--- src/inc/lrb_cfg.svh ---
// register bank constants: byte offsets, field masks, reset values
// assumes byte-wide writes arrive from a bus slave on the same clock
`ifndef LRB_CFG_SVH
`define LRB_CFG_SVH

`define LRB_ADDR_SHUTDOWN      8'h00
`define LRB_ADDR_CHAN_EN       8'h01
`define LRB_ADDR_OPMODE        8'h03
`define LRB_ADDR_CUR_GAIN      8'h04
`define LRB_ADDR_RAMPING       8'h05
`define LRB_ADDR_BREATH_MARK   8'h06
`define LRB_ADDR_DUTY_BASE     8'h07
`define LRB_ADDR_DATA_COMMIT   8'h10
`define LRB_ADDR_T0_BASE       8'h11
`define LRB_ADDR_T13_BASE      8'h1a
`define LRB_ADDR_T4_BASE       8'h1d
`define LRB_ADDR_TIME_COMMIT   8'h26
`define LRB_ADDR_FULL_RESET    8'hff

`define LRB_NUM_CH             6
`define LRB_NUM_GROUPS         2

`define LRB_MASK_SHUTDOWN      8'h01
`define LRB_MASK_CHAN_EN       8'h77
`define LRB_MASK_OPMODE        8'h37
`define LRB_MASK_CUR_GAIN      8'hf7
`define LRB_MASK_RAMPING       8'h33
`define LRB_MASK_BREATH_MARK   8'h17
`define LRB_MASK_DUTY          8'hff
`define LRB_MASK_T0            8'h3f
`define LRB_MASK_T13           8'hf7
`define LRB_MASK_T4            8'h3f

`define LRB_RST_SHUTDOWN       8'h00
`define LRB_RST_CHAN_EN        8'h77
`define LRB_RST_OPMODE         8'h00
`define LRB_RST_CUR_GAIN       8'h00
`define LRB_RST_RAMPING        8'h00
`define LRB_RST_BREATH_MARK    8'h00
`define LRB_RST_DUTY           8'h00
`define LRB_RST_TIME           8'h00

`define LRB_BIT_RUN            0
`define LRB_BIT_GMODE_LO       4
`define LRB_BIT_AUDIO_EN       2
`define LRB_BIT_AGC            1
`define LRB_BIT_AGC_SPEED      0

`endif

--- src/inc/lrb_pkg.sv ---
// types shared by the led register bank files
// assumes lrb_cfg.svh supplies the numeric constants
package lrb_pkg;
  typedef logic [7:0] lrb_byte_t;

  typedef enum logic {
    LRB_DIRECT_DUTY   = 1'b0,
    LRB_ONESHOT_BREATH = 1'b1
  } lrb_group_mode_t;
endpackage : lrb_pkg

--- src/rtl/lrb_reg_bank.sv ---
// write-only register bank of a six-channel led driver
// assumes a bus slave delivers one-cycle byte writes synchronous to mclk
`timescale 1ns/100ps
`include "lrb_cfg.svh"

module lrb_reg_bank
  import lrb_pkg::*;
(
  input  wire logic       mclk,
  input  wire logic       rst,
  input  wire logic       wr_stb,
  input  wire lrb_byte_t  wr_addr,
  input  wire lrb_byte_t  wr_data,
  output logic            run_not_shutdown,
  output logic [2:0]      upper_channel_enables,
  output logic [2:0]      lower_channel_enables,
  output lrb_group_mode_t group_mode_select [2],
  output logic [1:0]      group_mode_bits,
  output logic            audio_modulation_enable,
  output logic            auto_gain_control,
  output logic            auto_gain_speed_select,
  output lrb_byte_t       current_gain_cfg,
  output lrb_byte_t       ramping_cfg,
  output lrb_byte_t       breathing_marker_cfg,
  output logic [47:0]     duty_cycle,
  output logic [47:0]     start_delay,
  output logic [15:0]     ramp_hold,
  output logic [47:0]     off_time,
  output logic            data_commit_pulse,
  output logic            timing_commit_pulse,
  output logic            full_reset_pulse
);

  function automatic logic addr_in(input lrb_byte_t a, input lrb_byte_t base, input int n);
    addr_in = (a >= base) && (a < 8'(base + n));
  endfunction : addr_in

  function automatic logic addr_is(input logic stb, input lrb_byte_t a, input lrb_byte_t target);
    addr_is = stb && (a == target);
  endfunction : addr_is

  logic data_commit;
  logic time_commit;
  logic full_clr;

  // strobes decode straight from the write; the byte value is ignored
  assign data_commit = addr_is(wr_stb, wr_addr, `LRB_ADDR_DATA_COMMIT);
  assign time_commit = addr_is(wr_stb, wr_addr, `LRB_ADDR_TIME_COMMIT);
  assign full_clr    = addr_is(wr_stb, wr_addr, `LRB_ADDR_FULL_RESET);

  // direct registers
  lrb_byte_t shutdown_r;
  lrb_byte_t shutdown_nxt;
  lrb_byte_t opmode_r;
  lrb_byte_t opmode_nxt;
  lrb_byte_t cur_gain_r;
  lrb_byte_t cur_gain_nxt;
  lrb_byte_t ramping_r;
  lrb_byte_t ramping_nxt;
  lrb_byte_t bmark_r;
  lrb_byte_t bmark_nxt;
  logic      dcommit_r;
  logic      dcommit_nxt;
  logic      tcommit_r;
  logic      tcommit_nxt;
  logic      fclr_r;
  logic      fclr_nxt;

  always_comb begin
    shutdown_nxt = shutdown_r;
    opmode_nxt   = opmode_r;
    cur_gain_nxt = cur_gain_r;
    ramping_nxt  = ramping_r;
    bmark_nxt    = bmark_r;
    dcommit_nxt  = data_commit;
    tcommit_nxt  = time_commit;
    fclr_nxt     = full_clr;
    if (full_clr) begin
      shutdown_nxt = `LRB_RST_SHUTDOWN;
      opmode_nxt   = `LRB_RST_OPMODE;
      cur_gain_nxt = `LRB_RST_CUR_GAIN;
      ramping_nxt  = `LRB_RST_RAMPING;
      bmark_nxt    = `LRB_RST_BREATH_MARK;
    end else if (wr_stb) begin
      // masks keep reserved positions at zero; other offsets fall through unchanged
      case (wr_addr)
        `LRB_ADDR_SHUTDOWN:    shutdown_nxt = wr_data & `LRB_MASK_SHUTDOWN;
        `LRB_ADDR_OPMODE:      opmode_nxt   = wr_data & `LRB_MASK_OPMODE;
        `LRB_ADDR_CUR_GAIN:    cur_gain_nxt = wr_data & `LRB_MASK_CUR_GAIN;
        `LRB_ADDR_RAMPING:     ramping_nxt  = wr_data & `LRB_MASK_RAMPING;
        `LRB_ADDR_BREATH_MARK: bmark_nxt    = wr_data & `LRB_MASK_BREATH_MARK;
        default: begin
        end
      endcase
    end
  end

  always_ff @(posedge mclk or posedge rst) begin
    if (rst) begin
      shutdown_r <= `LRB_RST_SHUTDOWN;
      opmode_r   <= `LRB_RST_OPMODE;
      cur_gain_r <= `LRB_RST_CUR_GAIN;
      ramping_r  <= `LRB_RST_RAMPING;
      bmark_r    <= `LRB_RST_BREATH_MARK;
      dcommit_r  <= 1'b0;
      tcommit_r  <= 1'b0;
      fclr_r     <= 1'b0;
    end else begin
      shutdown_r <= shutdown_nxt;
      opmode_r   <= opmode_nxt;
      cur_gain_r <= cur_gain_nxt;
      ramping_r  <= ramping_nxt;
      bmark_r    <= bmark_nxt;
      dcommit_r  <= dcommit_nxt;
      tcommit_r  <= tcommit_nxt;
      fclr_r     <= fclr_nxt;
    end
  end

  // shadowed registers reset to their defaults; the boot pulse reloads the
  // enable default once more so pending and active agree after release
  lrb_byte_t en_pend;
  lrb_byte_t en_act;
  logic      boot_r;
  logic      boot_nxt;

  always_comb begin
    boot_nxt = 1'b0;
  end

  // boot pulse loads the nonzero channel-enable default right after reset
  always_ff @(posedge mclk or posedge rst) begin
    if (rst) begin
      boot_r <= 1'b1;
    end else begin
      boot_r <= boot_nxt;
    end
  end

  lrb_shadow_reg #(.MASK(`LRB_MASK_CHAN_EN), .RST_V(`LRB_RST_CHAN_EN)) u_chan_en (
    .mclk   (mclk),
    .rst    (rst),
    .clear  (full_clr | boot_r),
    .hit    (addr_is(wr_stb, wr_addr, `LRB_ADDR_CHAN_EN) & ~boot_r),
    .wdata  (wr_data),
    .commit (data_commit & ~boot_r),
    .pend_q (en_pend),
    .act_q  (en_act)
  );

  lrb_byte_t duty_pend [`LRB_NUM_CH];
  lrb_byte_t t0_pend   [`LRB_NUM_CH];
  lrb_byte_t t4_pend   [`LRB_NUM_CH];
  lrb_byte_t t13_pend  [`LRB_NUM_GROUPS];

  genvar gi;
  generate
    for (gi = 0; gi < `LRB_NUM_CH; gi++) begin : g_ch
      lrb_shadow_reg #(.MASK(`LRB_MASK_DUTY), .RST_V(`LRB_RST_DUTY)) u_duty (
        .mclk   (mclk),
        .rst    (rst),
        .clear  (full_clr),
        .hit    (addr_is(wr_stb, wr_addr, 8'(`LRB_ADDR_DUTY_BASE + gi))),
        .wdata  (wr_data),
        .commit (data_commit),
        .pend_q (duty_pend[gi]),
        .act_q  (duty_cycle[gi*8 +: 8])
      );
      lrb_shadow_reg #(.MASK(`LRB_MASK_T0), .RST_V(`LRB_RST_TIME)) u_t0 (
        .mclk   (mclk),
        .rst    (rst),
        .clear  (full_clr),
        .hit    (addr_is(wr_stb, wr_addr, 8'(`LRB_ADDR_T0_BASE + gi))),
        .wdata  (wr_data),
        .commit (time_commit),
        .pend_q (t0_pend[gi]),
        .act_q  (start_delay[gi*8 +: 8])
      );
      lrb_shadow_reg #(.MASK(`LRB_MASK_T4), .RST_V(`LRB_RST_TIME)) u_t4 (
        .mclk   (mclk),
        .rst    (rst),
        .clear  (full_clr),
        .hit    (addr_is(wr_stb, wr_addr, 8'(`LRB_ADDR_T4_BASE + gi))),
        .wdata  (wr_data),
        .commit (time_commit),
        .pend_q (t4_pend[gi]),
        .act_q  (off_time[gi*8 +: 8])
      );
    end
    for (gi = 0; gi < `LRB_NUM_GROUPS; gi++) begin : g_grp
      lrb_shadow_reg #(.MASK(`LRB_MASK_T13), .RST_V(`LRB_RST_TIME)) u_t13 (
        .mclk   (mclk),
        .rst    (rst),
        .clear  (full_clr),
        .hit    (addr_is(wr_stb, wr_addr, 8'(`LRB_ADDR_T13_BASE + gi))),
        .wdata  (wr_data),
        .commit (time_commit),
        .pend_q (t13_pend[gi]),
        .act_q  (ramp_hold[gi*8 +: 8])
      );
      // mode bit 0 is direct duty, 1 is one-shot breathing
      assign group_mode_select[gi] = lrb_group_mode_t'(opmode_r[`LRB_BIT_GMODE_LO + gi]);
    end
  endgenerate

  assign run_not_shutdown        = shutdown_r[`LRB_BIT_RUN];
  assign upper_channel_enables   = en_act[6:4];
  assign lower_channel_enables   = en_act[2:0];
  assign group_mode_bits         = opmode_r[5:4];
  assign audio_modulation_enable = opmode_r[`LRB_BIT_AUDIO_EN];
  assign auto_gain_control       = opmode_r[`LRB_BIT_AGC];
  assign auto_gain_speed_select  = opmode_r[`LRB_BIT_AGC_SPEED];
  assign current_gain_cfg        = cur_gain_r;
  assign ramping_cfg             = ramping_r;
  assign breathing_marker_cfg    = bmark_r;
  assign data_commit_pulse       = dcommit_r;
  assign timing_commit_pulse     = tcommit_r;
  assign full_reset_pulse        = fclr_r;

  // checks
  logic unmapped;
  assign unmapped = wr_stb && !(wr_addr <= `LRB_ADDR_CHAN_EN || addr_in(wr_addr, `LRB_ADDR_OPMODE, 10)
                    || addr_in(wr_addr, `LRB_ADDR_T0_BASE, 6) || addr_in(wr_addr, `LRB_ADDR_T13_BASE, 2)
                    || addr_in(wr_addr, `LRB_ADDR_T4_BASE, 6) || wr_addr == `LRB_ADDR_TIME_COMMIT
                    || wr_addr == `LRB_ADDR_FULL_RESET || wr_addr == `LRB_ADDR_DATA_COMMIT);
endmodule : lrb_reg_bank

--- src/rtl/lrb_shadow_reg.sv ---
// one byte register with pending storage and a committed active copy
// assumes hit, commit and clear are single-cycle strobes on mclk
`timescale 1ns/100ps
module lrb_shadow_reg
  import lrb_pkg::*;
#(
  parameter lrb_byte_t MASK  = 8'hff,
  parameter lrb_byte_t RST_V = 8'h00
) (
  input  wire logic      mclk,
  input  wire logic      rst,
  input  wire logic      clear,
  input  wire logic      hit,
  input  wire lrb_byte_t wdata,
  input  wire logic      commit,
  output lrb_byte_t      pend_q,
  output lrb_byte_t      act_q
);
  lrb_byte_t pend_r;
  lrb_byte_t pend_nxt;
  lrb_byte_t act_r;
  lrb_byte_t act_nxt;

  always_comb begin
    pend_nxt = pend_r;
    act_nxt  = act_r;
    if (clear) begin
      pend_nxt = RST_V;
      act_nxt  = RST_V;
    end else begin
      // reserved bits never reach storage
      if (hit) begin
        pend_nxt = (wdata & MASK) | (RST_V & ~MASK);
      end
      if (commit) begin
        act_nxt = pend_r;
      end
    end
  end

  always_ff @(posedge mclk or posedge rst) begin
    if (rst) begin
      pend_r <= RST_V;
      act_r  <= RST_V;
    end else begin
      pend_r <= pend_nxt;
      act_r  <= act_nxt;
    end
  end

  // clear wins over a write or a commit in the same cycle
  assign pend_q = pend_r;
  assign act_q  = act_r;
endmodule : lrb_shadow_reg
--- config.mk ---
export PLATFORM = sky130hd
export DESIGN_NAME = lrb_reg_bank
export DESIGN_NICKNAME = d
export VERILOG_FILES = /design/src/inc/lrb_pkg.sv /design/src/rtl/lrb_reg_bank.sv /design/src/rtl/lrb_shadow_reg.sv
export VERILOG_INCLUDE_DIRS = /design/src /design/src/inc
export SDC_FILE = /design/constraint.sdc
export NUM_CORES = 1
export LEC_CHECK = 0
export BUFFER_PORTS_ARGS = -buffer_cell sky130_fd_sc_hd__buf_2
export CELL_PAD_IN_SITES_DETAIL_PLACEMENT = 0
export CELL_PAD_IN_SITES_GLOBAL_PLACEMENT = 2
export CORE_ASPECT_RATIO = 0.6
export CORE_MARGIN = 2
export CORE_UTILIZATION = 30
export DETAILED_ROUTE_END_ITERATION = 8
export GPL_TIMING_DRIVEN = 0
export HOLD_SLACK_MARGIN = 0.15
export PLACE_DENSITY = 0.71
export SKIP_CTS_REPAIR_TIMING = 1
export SLEW_MARGIN = 20
export SYNTH_ARGS = -nofsm -noshare
export SYNTH_HDL_FRONTEND = slang
export SYNTH_HIERARCHICAL = 1
export SYNTH_SLANG_ARGS = --single-unit
--- constraint.sdc ---
create_clock -name mclk -period 2.25 [get_ports mclk]
set_input_delay 0.225 -clock mclk [delete_from_list [all_inputs] [get_ports mclk]]
set_output_delay 0.225 -clock mclk [all_outputs]
set_load 0.02 [all_outputs]
==> impl_metrics.toml, run 1 <==
[yosys]
synth_area_sq_um = 13400
syn_inst = 1143
ys_warn_count = 6
synth.avg_cell_area_sq_um = 11.7

[placed_design]
gp_congestion = 0.725
dp_hpwl_microns = 25000
dpl_cell_area_sq_um = 15200
io_buffers = 184
placed_cells_incl_taps = 1929

[routing]
drc = 0
drt_iter0_drc = 534
num_vias = 8893
postRouteAntennaNets = 0
dr.pass1.iters = 5
wirelength_microns = 37800
vias_per_cell = 4.47
routedWlPerCell_microns = 19.0

[floorplanning]
rows = 59
ios = 220
die_h_microns = 168
core_sq_um = 43700
die_w_microns = 277
start_util_pct = 30.6
dieArea_sq_um = 46400

[timing]
slew_headroom_pct = 36.3
skew_ns = 0.00686
rsz0062_at_grt = "no"
fmax_mhz = 481
fin_crit_sh_pct = 92.3
fin_crit_ns = 2.08
slew_viol_final = 0
hold_viol = 0
setup_tns_ns = 0
setup_viol = 0
worst_pin_slew_ns = 0.955

[finish]
nFillCells = 4423
multi_input_area_sq_um = 4760
design_area_sq_um = 16300
seq_area_sq_um = 7650
drive_gt1_share_pct = 27.2
n_antenna_cell = 0
final_cell_mix = "dfrtp_1 (292), nor2_1 (277), mux2i_1 (268)"
final_common_cell = "dfrtp_1"
fin_nets = 1406
areaGrowthSynthToFinish_pct = 21.6
fin_cells = 1990

[setup_path]
crit_chain = "buf_2 -> clkbuf_1 -> nand2_1 -> nor4_4 -> buf_6 -> buf_12 -> buf_2 -> nor2_1"
slowest_delay_ns = 0.59
path_max_fanout = 35
critPathSlowestCell = "nor4_4"
arrival_ns = 2.53
endpoint_kind = "flop"
path_buf_inv = 5
start_kind = "input port"
worstPathRequired_ns = 2.70
critPathTopFamily = "buffers and inverters"
crit_top_cell = "buf_2"
critPathKind = "in2reg"

[global_route]
grt_pass1_vias = 9288
overflow = 0
grt_max_degree = 36
grt_pass1_wl_microns = 58100
gr-usage-all-layers_pct = 16.3
grt_antenna_before_repair = 1

[power]
power.total_uw = 11700
leakage_uw = 0.00807
comb_power_share_pct = 5.8
p_sw_share_pct = 24.0
seq_power_share_pct = 49.0
pwr-share-clk_pct = 45.2
ir_drop_v = 0.000364
p_switching_uw = 2790
intPower_uw = 8870
p_per_area_nw_per_um2 = 716

[cts]
insertion_delay_ns = 0.58
cts_tree = "built"
numCtsBuffers = 31
clkSinkCount = 305
htree_levels = 1
cts-root-buf = "clkbuf_16"
ctsLongestPathBuffers = 3
clk_pin_slew_ns = 0.07

[run_status]
status = "finished, final reports clean"

[worst_hold_path]
hold_path_class = "in2reg"

[job]
maxCapViolCount = 0
worst paths after layout:
path | start | depth (start not counted) | slack [ns] | to
min in group asynchronous | rst | 3 | 0.60 | g_ch[1].u_t0/pend_q[0]$_DFFE_PP0P_
setup / recovery | wr_addr[0] | 8 | 0.17 | g_ch[2].u_t0/pend_q[2]$_DFFE_PP0P_
hold reg to reg | g_ch[0].u_t4/act_q[4]$_DFFE_PP0P_ | 2 | 0.52 | g_ch[0].u_t4/act_q[4]$_DFFE_PP0P_
hold / removal | wr_addr[4] | 4 | 0.14 | current_gain_cfg[7]$_DFFE_PP0P_
setup reg to reg | boot_r$_DFF_PP1_ | 4 | 0.63 | u_chan_en/pend_q[1]$_DFFE_PP1P_
max in group asynchronous | rst | 3 | 1.13 | g_ch[2].u_duty/act_q[4]$_DFFE_PP0P_
power by group through the flow:
stage | clock network (uW) | registers (uW) | logic, uW
floorplan | 0 | 5830 | 387
global placement | 0 | 5810 | 675
detailed placement | 0 | 5820 | 686
CTS | 5480 | 5720 | 686
global route | 5730 | 5730 | 758
finish | 5270 | 5720 | 677
stage by stage:
| step | hold WS [ns] | setup slack, ns | util [%] |
|---|---|---|---|
| finish | 0.141 | 0.172 | 37.2 |
| global route | 0.167 | 0.0314 | 37.2 |
| CTS | 0.0694 | -0.416 | 37.1 |
| detailed placement | 0.505 | -0.984 | 34.7 |
| global placement | 0.498 | -1.50 | 34.6 |
| floorplan | 0.0897 | 0.0547 | - |
worst reg2reg max path, cell delays in order (launching register included):
cell	delay, ns
dfstp_2	0.37
nor4_1	0.63
buf_6	0.24
nor2b_2	0.05
a211o_1	0.26
state kept, by name (all words and copies together), names as in the netlist, 7 cells and up:
name and count:
g_ch.u_duty/act_q 48, g_grp.u_t13/pend_q 14, current_gain_cfg 7, g_ch.u_t4/act_q 36
g_ch.u_t4/pend_q 36, g_ch.u_t0/pend_q 36, g_ch.u_t0/act_q 36, g_grp.u_t13/act_q 14
g_ch.u_duty/pend_q 48
final cells by class:
type,count,share of cell area [%]
flip-flops and latches,305,47.0
multi-input cells,709,29.2
repair buffers,190,6.20
plain buffers,124,6.16
clock buffers,43,5.60
well taps,579,4.45
clock inverters,14,0.792
inverters,26,0.600
per-layer routing:
| layer | share of wire, % | vias to the layer above | wire length, microns | GRT usage, % |
|---|---|---|---|---|
| met4 | 1.7 | 0 | 657 | 3.02 |
| met1 | 49 | 4428 | 18400 | 23.3 |
| met3 | 5.0 | 45 | 1880 | 3.45 |
| met5 | 0 | - | 0 | 0 |
| met2 | 45 | 179 | 16900 | 25.5 |
| li1 | - | 4241 | - | - |
(Power assumes the default switching activity.)
==> run 2: changes to the inputs <==
- ABC_AREA: not set -> 1
- PLACE_DENSITY: 0.71 -> 0.76
==> impl_metrics.toml, run 2 <==
[timing]
skew_ns = 0.00790
fmax_mhz = 510
setup_tns_ns = 0
hold_viol = 0
slew_viol_final = 0
slew_headroom_pct = 33.4
setup_viol = 0
fin_crit_ns = 1.96
rsz0062_at_grt = "no"
fin_ws_ns = 0.290
fin_crit_sh_pct = 87.1
worst_pin_slew_ns = 0.999

[cts]
htree_levels = 1
insertion_delay_ns = 0.57
cts_tree = "built"
cts-root-buf = "clkbuf_16"
clk_pin_slew_ns = 0.06
clkSinkCount = 305
numCtsBuffers = 31
ctsLongestPathBuffers = 3

[global_route]
grt_antenna_before_repair = 0
gr-usage-all-layers_pct = 17.1
grt_pass1_wl_microns = 59800
grt_pass1_vias = 10089
grt_max_degree = 26
overflow = 0

[finish]
n_antenna_cell = 0
final_cell_mix = "nand2_1 (580), dfrtp_1 (292), nand3_1 (241)"
final_util_pct = 37.8
fin_nets = 1722
final_common_cell = "nand2_1"
areaGrowthSynthToFinish_pct = 24.9
fin_cells = 2306
drive_gt1_share_pct = 27.7

[setup_path]
start_kind = "input port"
worstPathRequired_ns = 2.71
path_max_fanout = 10
endpoint_kind = "flop"
critPathKind = "in2reg"
arrival_ns = 2.42
worstRegToRegCells = 4

[job]
maxCapViolCount = 0

[floorplanning]
start_util_pct = 30.2
die_w_microns = 273
rows = 59
core_sq_um = 43100
dieArea_sq_um = 45200
die_h_microns = 165
ios = 220

[routing]
vias_per_cell = 4.55
routedWlPerCell_microns = 16.8
drc = 0
dr.pass1.iters = 4
wirelength_microns = 38700
num_vias = 10491
drt_iter0_drc = 595
postRouteAntennaNets = 0

[placed_design]
placed_cells_incl_taps = 2245
io_buffers = 183
dp_slack_ns = -0.349
dp_hpwl_microns = 26300
gp_congestion = 0.746

[yosys]
ys_warn_count = 6
synth.avg_cell_area_sq_um = 9.00
syn_inst = 1449
synth_area_sq_um = 13000

[worst_hold_path]
min_path_cells = 6
hold_path_class = "in2reg"

[power]
ir_drop_v = 0.000378
leakage_uw = 0.00912
p_per_area_nw_per_um2 = 708

[run_status]
status = "finished, final reports clean"
## run 2: through the flow
stage / instance area (sq um) / hold slack, ns / total power, uW
2_1_floorplan: 13400 / 0.0897 / 6240
3_3_place_gp: 15100 / 0.450 / 6500
3_5_place_dp: 15200 / 0.454 / 6520
4_1_cts: 16200 / 0.0512 / 11700
5_1_grt: 16300 / 0.157 / 12100
6_report: 16300 / 0.141 / 11500
## run 2: report_power, final
part	switching, uW	internal (uW)	total (uW)
combinational	491	174	665
clock	2230	2870	5110
sequential	95.0	5650	5750
total	2820	8700	11500
## run 2: area by class of cell
type                    instances  area, sq um
inverters                      54          203
fillers                      4476        26800
repair buffers                200         1140
multi-input cells            1033         4880
flip-flops and latches        305         7650
clock inverters                12         93.8
well taps                     579          724
clock buffers                  45          898
plain buffers                  78          698
## run 2: worst paths after layout
check                                               startpoint                                  end  slack, ns
setup reg to reg                              boot_r$_DFF_PP1_       u_chan_en/act_q[5]$_DFFE_PP1P_       0.71
max in group asynchronous                                  rst  g_ch[0].u_duty/act_q[1]$_DFFE_PP0P_       1.14
setup / recovery                                    wr_addr[1]  g_ch[3].u_duty/act_q[6]$_DFFE_PP0P_       0.29
hold / removal                                          wr_stb   g_ch[2].u_t0/pend_q[5]$_DFFE_PP0P_       0.14
min in group asynchronous                                  rst   g_ch[0].u_t4/pend_q[4]$_DFFE_PP0P_       0.62
hold reg to reg            g_ch[4].u_duty/act_q[0]$_DFFE_PP0P_  g_ch[4].u_duty/act_q[0]$_DFFE_PP0P_       0.46
## run 2: layer usage
layer	routed length (microns)	up-vias	track usage, %
met5	0	-	0
met4	721	0	3.50
met3	1710	49	3.18
met2	16900	181	25.8
met1	19300	5138	25.6
li1	-	5123	-
## run 2: critical path, stage by stage
cell	delay [ns]
buf_2	0.16
nand2_4	0.10
nor4_4	0.68
buf_4	0.34
buf_6	0.18
buf_6	0.17
buf_6	0.16
inv_2	0.08
buf_6	0.15
nand3_1	0.09
nand2_1	0.06
